`config.mk`:
```
export PLATFORM = sky130hd
export DESIGN_NAME = windowed_watchdog_timer
export DESIGN_NICKNAME = d
export VERILOG_FILES = /design/src/rtl/wdt_pkg.sv /design/src/rtl/wdt_prescaler.sv /design/src/rtl/wdt_edge_sync.sv /design/src/rtl/windowed_watchdog_timer.sv
export VERILOG_INCLUDE_DIRS = /design/src /design/src/rtl
export SDC_FILE = /design/constraint.sdc
export NUM_CORES = 1
export LEC_CHECK = 0
export ABC_AREA = 0
export BUFFER_PORTS_ARGS = -buffer_cell sky130_fd_sc_hd__buf_2
export CORE_MARGIN = 2
export CORE_UTILIZATION = 40
export CTS_CLUSTER_SIZE = 25
export DETAILED_ROUTE_END_ITERATION = 7
export MAX_ROUTING_LAYER = met4
export PLACE_DENSITY_LB_ADDON = 0.15
export SLEW_MARGIN = 5
export SYNTH_ARGS = -nofsm -noshare
export SYNTH_HDL_FRONTEND = slang
export SYNTH_HIERARCHICAL = 1
export SYNTH_SLANG_ARGS = --single-unit
```
`constraint.sdc`:
```
create_clock -name pclk -period 4.2 [get_ports pclk]
set_input_delay 0.84 -clock pclk [delete_from_list [all_inputs] [get_ports pclk]]
set_output_delay 0.84 -clock pclk [all_outputs]
set_load 0.005 [all_outputs]
```
`src/rtl/wdt_consts.svh`:
```
// offsets, field positions, reset values and counts for the watchdog
`ifndef WDT_CONSTS_SVH
`define WDT_CONSTS_SVH
`define WDT_OFF_CONTROL   12'h000
`define WDT_OFF_MODE      12'h004
`define WDT_OFF_STATUS    12'h008
`define WDT_OFF_INT_EN    12'h00C
`define WDT_OFF_INT_CLR   12'h010
`define WDT_OFF_INT_STAT  12'h014
`define WDT_MODE_RESET    32'h3FFF_2FFF
`define WDT_COUNT_RESET   12'hFFF
`define WDT_KEY_VALUE     8'hA5
`define WDT_KEY_MSB       31
`define WDT_KEY_LSB       24
`define WDT_RESTART_BIT   0
`define WDT_RELOAD_MSB    11
`define WDT_RELOAD_LSB    0
`define WDT_IEN_BIT       12
`define WDT_RSTEN_BIT     13
`define WDT_PROC_BIT      14
`define WDT_DIS_BIT       15
`define WDT_DELTA_MSB     27
`define WDT_DELTA_LSB     16
`define WDT_DBGHLT_BIT    28
`define WDT_IDLEHLT_BIT   29
`define WDT_UNF_BIT       0
`define WDT_ERR_BIT       1
`define WDT_PRESCALE      128
`endif

```
`src/rtl/wdt_pkg.sv`:
```
// types shared by the watchdog files
`default_nettype none
package wdt_pkg;
    typedef logic [11:0] count_t;
    typedef enum logic [1:0] {
        FAULT_NONE,
        FAULT_PROC,
        FAULT_ALL
    } fault_scope_e;
endpackage : wdt_pkg
`default_nettype wire

```
`src/rtl/wdt_prescaler.sv`:
```
// slow clock tick divider feeding the watchdog counter
`timescale 1ns/1ps
`default_nettype none
module wdt_prescaler #(
    parameter int DIV = 128
) (
    input  wire logic pclk,
    input  wire logic presetn,
    input  wire logic slow_tick,
    input  wire logic clear,
    output logic      tick
);
    localparam int W = $clog2(DIV);
    logic [W-1:0] cnt_r;

    // refuse a divide the counter width cannot serve
    if (DIV < 2 || (1 << W) != DIV) begin : g_bad_div
        $error("prescaler divide must be a power of two");
    end

    // count slow ticks, restart on clear
    always_ff @(posedge pclk or negedge presetn) begin
        if (!presetn)
            cnt_r <= '0;
        else if (clear)
            cnt_r <= '0;
        else if (slow_tick)
            cnt_r <= cnt_r + 1'b1;
    end

    assign tick = slow_tick && !clear && (cnt_r == W'(DIV - 1));
endmodule : wdt_prescaler
`default_nettype wire

```
`src/rtl/wdt_edge_sync.sv`:
```
// two-flop synchroniser with a rising edge pulse
`timescale 1ns/1ps
`default_nettype none
module wdt_edge_sync (
    input  wire logic pclk,
    input  wire logic presetn,
    input  wire logic async_in,
    output logic      level,
    output logic      rise
);
    logic meta_r;
    logic sync_r;
    logic last_r;

    // meta_r is read by sync_r only
    always_ff @(posedge pclk or negedge presetn) begin
        if (!presetn) begin
            meta_r <= 1'b0;
            sync_r <= 1'b0;
            last_r <= 1'b0;
        end else begin
            meta_r <= async_in;
            sync_r <= meta_r;
            last_r <= sync_r;
        end
    end

    assign level = sync_r;
    assign rise  = sync_r && !last_r;
endmodule : wdt_edge_sync
`default_nettype wire

```
`src/rtl/windowed_watchdog_timer.sv`:
```
// windowed watchdog with apb registers, fault and interrupt outputs
`timescale 1ns/1ps
`default_nettype none
`include "wdt_consts.svh"
module windowed_watchdog_timer #(
    parameter int PRESCALE = `WDT_PRESCALE
) (
    input  wire logic        pclk,
    input  wire logic        presetn,
    input  wire logic        backup_resetn,
    input  wire logic        psel,
    input  wire logic        penable,
    input  wire logic        pwrite,
    input  wire logic [11:0] paddr,
    input  wire logic [31:0] pwdata,
    output logic             pready,
    output logic             pslverr,
    output logic      [31:0] prdata,
    input  wire logic        slow_clk,
    input  wire logic        debug_state,
    input  wire logic        idle_mode,
    output logic             wdt_fault,
    output logic             fault_proc_only,
    output logic             fault_all,
    output logic             wdt_irq,
    output logic             sys_irq
);
    logic                 sel_wr;
    logic                 sel_rd;
    logic                 key_ok;
    logic                 restart;
    logic                 mode_wr;
    logic          [31:0] mode_r;
    logic                 mode_locked_r;
    logic                 rsten_r;
    wdt_pkg::count_t      count_r;
    wdt_pkg::count_t      reload;
    wdt_pkg::count_t      delta;
    logic                 unf_r;
    logic                 err_r;
    logic                 fault_r;
    logic           [1:0] ien_r;
    logic           [1:0] isr_r;
    logic                 tick;
    logic                 slow_rise;
    logic                 dbg_s;
    logic                 idle_s;
    logic                 halted;
    logic                 underflow;
    logic                 win_err;
    logic                 sr_read;
    logic                 rst_seen_r;
    logic                 bkp_meta_r;
    logic                 bkp_sync_r;
    wdt_pkg::fault_scope_e scope;

    // refuse a prescale that leaves no divider
    if (PRESCALE < 2) begin : g_bad_prescale
        $error("prescale too small");
    end

    // single-cycle apb access phase
    assign pready  = 1'b1;
    assign pslverr = 1'b0;
    assign sel_wr  = psel && penable && pwrite;
    assign sel_rd  = psel && penable && !pwrite;
    assign key_ok  = pwdata[`WDT_KEY_MSB:`WDT_KEY_LSB] == `WDT_KEY_VALUE;

    // control write, key checked
    assign restart = sel_wr && paddr == `WDT_OFF_CONTROL && key_ok
                     && pwdata[`WDT_RESTART_BIT];
    assign mode_wr = sel_wr && paddr == `WDT_OFF_MODE && !mode_locked_r;
    assign sr_read = sel_rd && paddr == `WDT_OFF_STATUS;

    assign reload = mode_r[`WDT_RELOAD_MSB:`WDT_RELOAD_LSB];
    assign delta  = mode_r[`WDT_DELTA_MSB:`WDT_DELTA_LSB];

    // synchronise the slow clock and mode inputs
    wdt_edge_sync u_slow (
        .pclk     (pclk),
        .presetn  (presetn),
        .async_in (slow_clk),
        .level    (),
        .rise     (slow_rise)
    );
    wdt_edge_sync u_dbg (
        .pclk     (pclk),
        .presetn  (presetn),
        .async_in (debug_state),
        .level    (dbg_s),
        .rise     ()
    );
    wdt_edge_sync u_idle (
        .pclk     (pclk),
        .presetn  (presetn),
        .async_in (idle_mode),
        .level    (idle_s),
        .rise     ()
    );

    // prescaler restarted by any reload
    wdt_prescaler #(.DIV(PRESCALE)) u_pre (
        .pclk      (pclk),
        .presetn   (presetn),
        .slow_tick (slow_rise),
        .clear     ((restart && !win_err) || mode_wr),
        .tick      (tick)
    );

    // halt conditions
    assign halted = mode_r[`WDT_DIS_BIT]
                 || (mode_r[`WDT_DBGHLT_BIT] && dbg_s)
                 || (mode_r[`WDT_IDLEHLT_BIT] && idle_s);

    assign underflow = tick && !halted && count_r == '0;
    // window check, delta >= reload means never above delta until an underflow wraps the count to FFF
    assign win_err = restart && (count_r > delta);

    // mode register, write once until processor reset
    always_ff @(posedge pclk or negedge presetn) begin
        if (!presetn) begin
            mode_r        <= `WDT_MODE_RESET;
            mode_locked_r <= 1'b0;
        end else if (mode_wr) begin
            mode_r        <= {2'b00, pwdata[29:0]};
            mode_locked_r <= 1'b1;
        end
    end

    // backup reset synchroniser
    always_ff @(posedge pclk or negedge backup_resetn) begin
        if (!backup_resetn) begin
            bkp_meta_r <= 1'b1;
            bkp_sync_r <= 1'b1;
        end else begin
            bkp_meta_r <= 1'b0;
            bkp_sync_r <= bkp_meta_r;
        end
    end

    // reset enable: set by backup or processor reset, else follows mode writes
    always_ff @(posedge pclk or negedge presetn) begin
        if (!presetn)
            rst_seen_r <= 1'b0;
        else
            rst_seen_r <= 1'b1;
    end
    always_ff @(posedge pclk or negedge backup_resetn) begin
        if (!backup_resetn)
            rsten_r <= 1'b1;
        else if (bkp_sync_r)
            rsten_r <= 1'b1;
        else if (mode_wr)
            rsten_r <= pwdata[`WDT_RSTEN_BIT];
        else if (!rst_seen_r)
            rsten_r <= mode_r[`WDT_RSTEN_BIT];
    end

    // down counter
    always_ff @(posedge pclk or negedge presetn) begin
        if (!presetn)
            count_r <= `WDT_COUNT_RESET;
        else if (mode_wr)
            count_r <= pwdata[`WDT_RELOAD_MSB:`WDT_RELOAD_LSB];
        else if (restart && !win_err)
            count_r <= reload;
        else if (tick && !halted)
            count_r <= count_r - 1'b1;
    end

    // sticky flags, event wins over the read clear
    always_ff @(posedge pclk or negedge presetn) begin
        if (!presetn) begin
            unf_r <= 1'b0;
            err_r <= 1'b0;
        end else begin
            unf_r <= underflow || (unf_r && !sr_read);
            err_r <= win_err || (err_r && !sr_read);
        end
    end

    // fault output to reset controller
    always_ff @(posedge pclk or negedge presetn) begin
        if (!presetn)
            fault_r <= 1'b0;
        else if ((underflow && rsten_r) || win_err)
            fault_r <= 1'b1;
        else if (sr_read)
            fault_r <= 1'b0;
    end

    assign scope = !fault_r ? wdt_pkg::FAULT_NONE :
                   !rsten_r ? wdt_pkg::FAULT_NONE :
                   mode_r[`WDT_PROC_BIT] ? wdt_pkg::FAULT_PROC :
                   wdt_pkg::FAULT_ALL;
    assign wdt_fault       = fault_r;
    assign fault_proc_only = scope == wdt_pkg::FAULT_PROC;
    assign fault_all       = scope == wdt_pkg::FAULT_ALL;

    // watchdog interrupt
    assign wdt_irq = mode_r[`WDT_IEN_BIT] && (unf_r || err_r);

    // system interrupt status, enable and clear registers
    always_ff @(posedge pclk or negedge presetn) begin
        if (!presetn)
            ien_r <= 2'h0;
        else if (sel_wr && paddr == `WDT_OFF_INT_EN)
            ien_r <= pwdata[1:0];
    end
    always_ff @(posedge pclk or negedge presetn) begin
        if (!presetn)
            isr_r <= 2'h0;
        else begin
            isr_r[0] <= underflow || (isr_r[0] && !(sel_wr
                        && paddr == `WDT_OFF_INT_CLR && pwdata[0]));
            isr_r[1] <= win_err || (isr_r[1] && !(sel_wr
                        && paddr == `WDT_OFF_INT_CLR && pwdata[1]));
        end
    end
    assign sys_irq = |(isr_r & ien_r);

    // read data
    always_ff @(posedge pclk or negedge presetn) begin
        if (!presetn)
            prdata <= 32'h0000_0000;
        else if (psel && !penable && !pwrite) begin
            case (paddr)
                `WDT_OFF_MODE:   prdata <= mode_r;
                `WDT_OFF_STATUS: prdata <= {30'h0, err_r, unf_r};
                `WDT_OFF_INT_EN: prdata <= {30'h0, ien_r};
                `WDT_OFF_INT_STAT: prdata <= {30'h0, isr_r};
                default:         prdata <= 32'h0000_0000;
            endcase
        end
    end
endmodule : windowed_watchdog_timer
`default_nettype wire

```
==> impl.org <==
** GRT
- After global routing the overflow that remains totals 0.
- Global-route total usage across every layer :: 19.36%
- Vias in the first global route :: 3669
- The first global-routing pass estimated roughly 19 mm of wire.
- The number of antenna violations at the first check in global routing came to 0.
- Pin count of the biggest net entering global routing :: 61

** Die
- Die area :: 0.01257 mm2
- Effective utilization at floorplan :: 40.95%
- Vertical die dimension :: 112.1 um
- The die is about 110 um wide.
- Number of placement rows :: 39
- The core region is 0.01142 mm2.
- During I/O placement, the number of pins put on the boundary was 92.

** Yosys
- Synthesis produced 448 cells.
- Total number of yosys warnings :: 6
- Each instance of the synthesized netlist takes up on average 10.44 um2.
- Mapped Area :: 0.004676 mm2

** Hold path
- The min-delay analysis places its worst path in the category register to register.

** Finish
- The number of antenna diodes in the final layout is 0.
- The post-route netlist has roughly a third of its cells at a drive strength greater than 1.
- In the layout the commonest cells are 86 x buf_2, 83 x nand2_1, 56 x dfrtp_1.
- Fillcell total :: between 1000 and 1500
- Compared with the post-synthesis result, the final layout area differs by 18.89%.
- Leaving out fill and tap cells, the most frequent cell in the layout is buf_2.
- After routing the design area is between 0.005 and 0.006 mm2.
- Total Nets Final :: 600

** STA
- Final count of negative-setup-slack endpoints :: 0
- The number of failing hold endpoints at the final stage came to 0.
- RSZ-0062 raised after global routing :: false
- Transition time at the pin with the least slew margin :: 851.1 ps
- Post-route clock skew :: 4.954 ps
- Headroom to the max-slew limit came out at 43.26%.
- Dividing the final minimum period by the clock period gives between 80 and 90%.
- Total Neg Setup Slack :: 0 ps
- The max-slew violation total from the final report was 0.
- Clock period minus final worst setup slack :: roughly 3600 ps
- Timing-limited maximum frequency :: 274.7 MHz

** Clock tree
- Clock tree from TritonCTS :: yes
- Clock latency on the worst-skew pair :: 340 ps
- Clock root buffer :: clkbuf_16
- Buffers added to address setup during post-CTS repair amount to 0.
- # resized after CTS :: 0
- The clock net in this run drives a total of 98 sinks.
- The H-tree generated during clock tree synthesis spans 3 levels.
- Clock transition time at the flip-flop clock pins of the worst setup and hold paths :: 60 ps
- The clock passes through at most 2 buffers.
- Total CTS buffers :: 9
- Hold repair after CTS inserted 0 buffers.

** Routing
- The first routing iteration left roughly 220 violations.
- Via-per-instance ratio :: 5.319
- The first detailed-routing pass ran for 4 iterations.
- For this run, design rule violations remaining after detail routing come to 0.
- In this run the remaining antenna-violating nets after routing total 0.
- For this block, the via count after detailed routing is 3617.
- After detailed routing, the total wire length is 11.36 mm.
- Dividing the detail-routed wire length by the instance count gives 16.70 um.

** Place
- The congestion estimate from routability-driven global placement came to 0.8903.
- Count of input and output buffers :: 87
- Once placement finished, the instance area stood at 0.005241 mm2.
- Detailed placement ended at an HPWL of 8.214 mm.

** Power and ir drop
- Highest ir drop seen on vdd :: 0.2288 mV
- Power density cells :: 390.8 mW/mm2
- Leakage Power :: between 0.002 and 0.003 uW

** Setup path
- STA puts the critical path data required time at between 4000 and 5000 ps.
- Largest fanout of any net on the critical path :: 8
- STA classifies the critical path startpoint as a register.
- Critical Path End Type :: register
- The worst setup path is of the register to register kind.
- Data on the critical path arrives at its endpoint at 3880 ps.

** Status
- The run finished with clean final reports.

** Flow run
- Max-cap violations in this run came to 0.
-- final timing paths --
kind	startpoint	depth (start not counted)	end	slack [ps]
max in group asynchronous	presetn	2	mode_r[6]$_DFFE_PN1P_	2800
worst min register to register	u_slow/meta_r$_DFF_PN0_	0	u_slow/level$_DFF_PN0_	350
worst min-delay path	u_slow/meta_r$_DFF_PN0_	0	u_slow/level$_DFF_PN0_	350
worst max-delay path	mode_r[27]$_DFFE_PN1P_	14	count_r[5]$_DFFE_PN1P_	560
worst max register to register	mode_r[27]$_DFFE_PN1P_	14	count_r[5]$_DFFE_PN1P_	560
min in group asynchronous	backup_resetn	1	bkp_meta_r$_DFF_PN1_	450
-- flip-flops by register name, summed over array words and instances, names as in the netlist, 2 cells and up --
name         flops
count_r         12
ien_r            2
isr_r            2
mode_r          30
prdata          30
u_pre/cnt_r      7
-- critical path, cell delays in order (launching register included) --
cell,delay (ps)
dfstp_2,530
inv_1,60
ha_1,310
nand2_1,60
o21a_1,190
a21o_1,200
a21oi_1,200
o21ai_1,110
nor4_1,250
nor2b_1,280
nand2_1,250
nor2_1,280
a211oi_1,80
o41a_1,390
a2111oi_2,350
-- cell type report --
type	instances	area, um2	share of cell area [%]
flip-flops and latches	98	2505	45.06
multi-input cells	311	1996	35.90
well taps	143	178.9	3.219
repair buffers	95	498.0	8.958
clock buffers	15	287.8	5.177
clock inverters	1	30.03	0.5402
inverters	17	63.81	1.148
-- per-layer routing --
| layer | vias to the layer above | part of all wire [%] | GRT usage, % | wire length [um] |
|---|---|---|---|---|
| met2 | 94 | 46 | 29.32 | 5234 |
| li1 | 1747 | - | - | - |
| met1 | 1761 | 48 | 26.14 | 5420 |
| met3 | 15 | 4.3 | 3.780 | 487 |
| met5 | - | 0 | - | 0 |
| met4 | 0 | 1.9 | 6.911 | 214 |
-- power breakdown --
| part | switching (uW) | total, uW | internal, uW |
|---|---|---|---|
| clock network | 343 | 871 | 528 |
| logic | 127 | 223 | 96.2 |
| registers | 62.2 | 1080 | 1020 |
-- per-stage QoR --
| stage | power, uW | setup slack [ps] | utilization [%] | std cells | hold slack, ps |
|---|---|---|---|---|---|
| 4_1_cts | 2196 | 564.8 | 48.69 | 680 | 349.6 |
| 2_1_floorplan | 1222 | 348.0 | - | 452 | 331.2 |
| 3_3_place_gp | 1304 | 741.1 | 45.90 | 664 | 335.1 |
| 3_5_place_dp | 1316 | 584.7 | 45.90 | 664 | 334.7 |
| 5_1_grt | 2266 | 139.3 | 48.69 | 680 | 358.9 |
| 6_report | 2172 | 559.6 | 48.69 | 680 | 349.5 |
(Power assumes the default switching activity.)
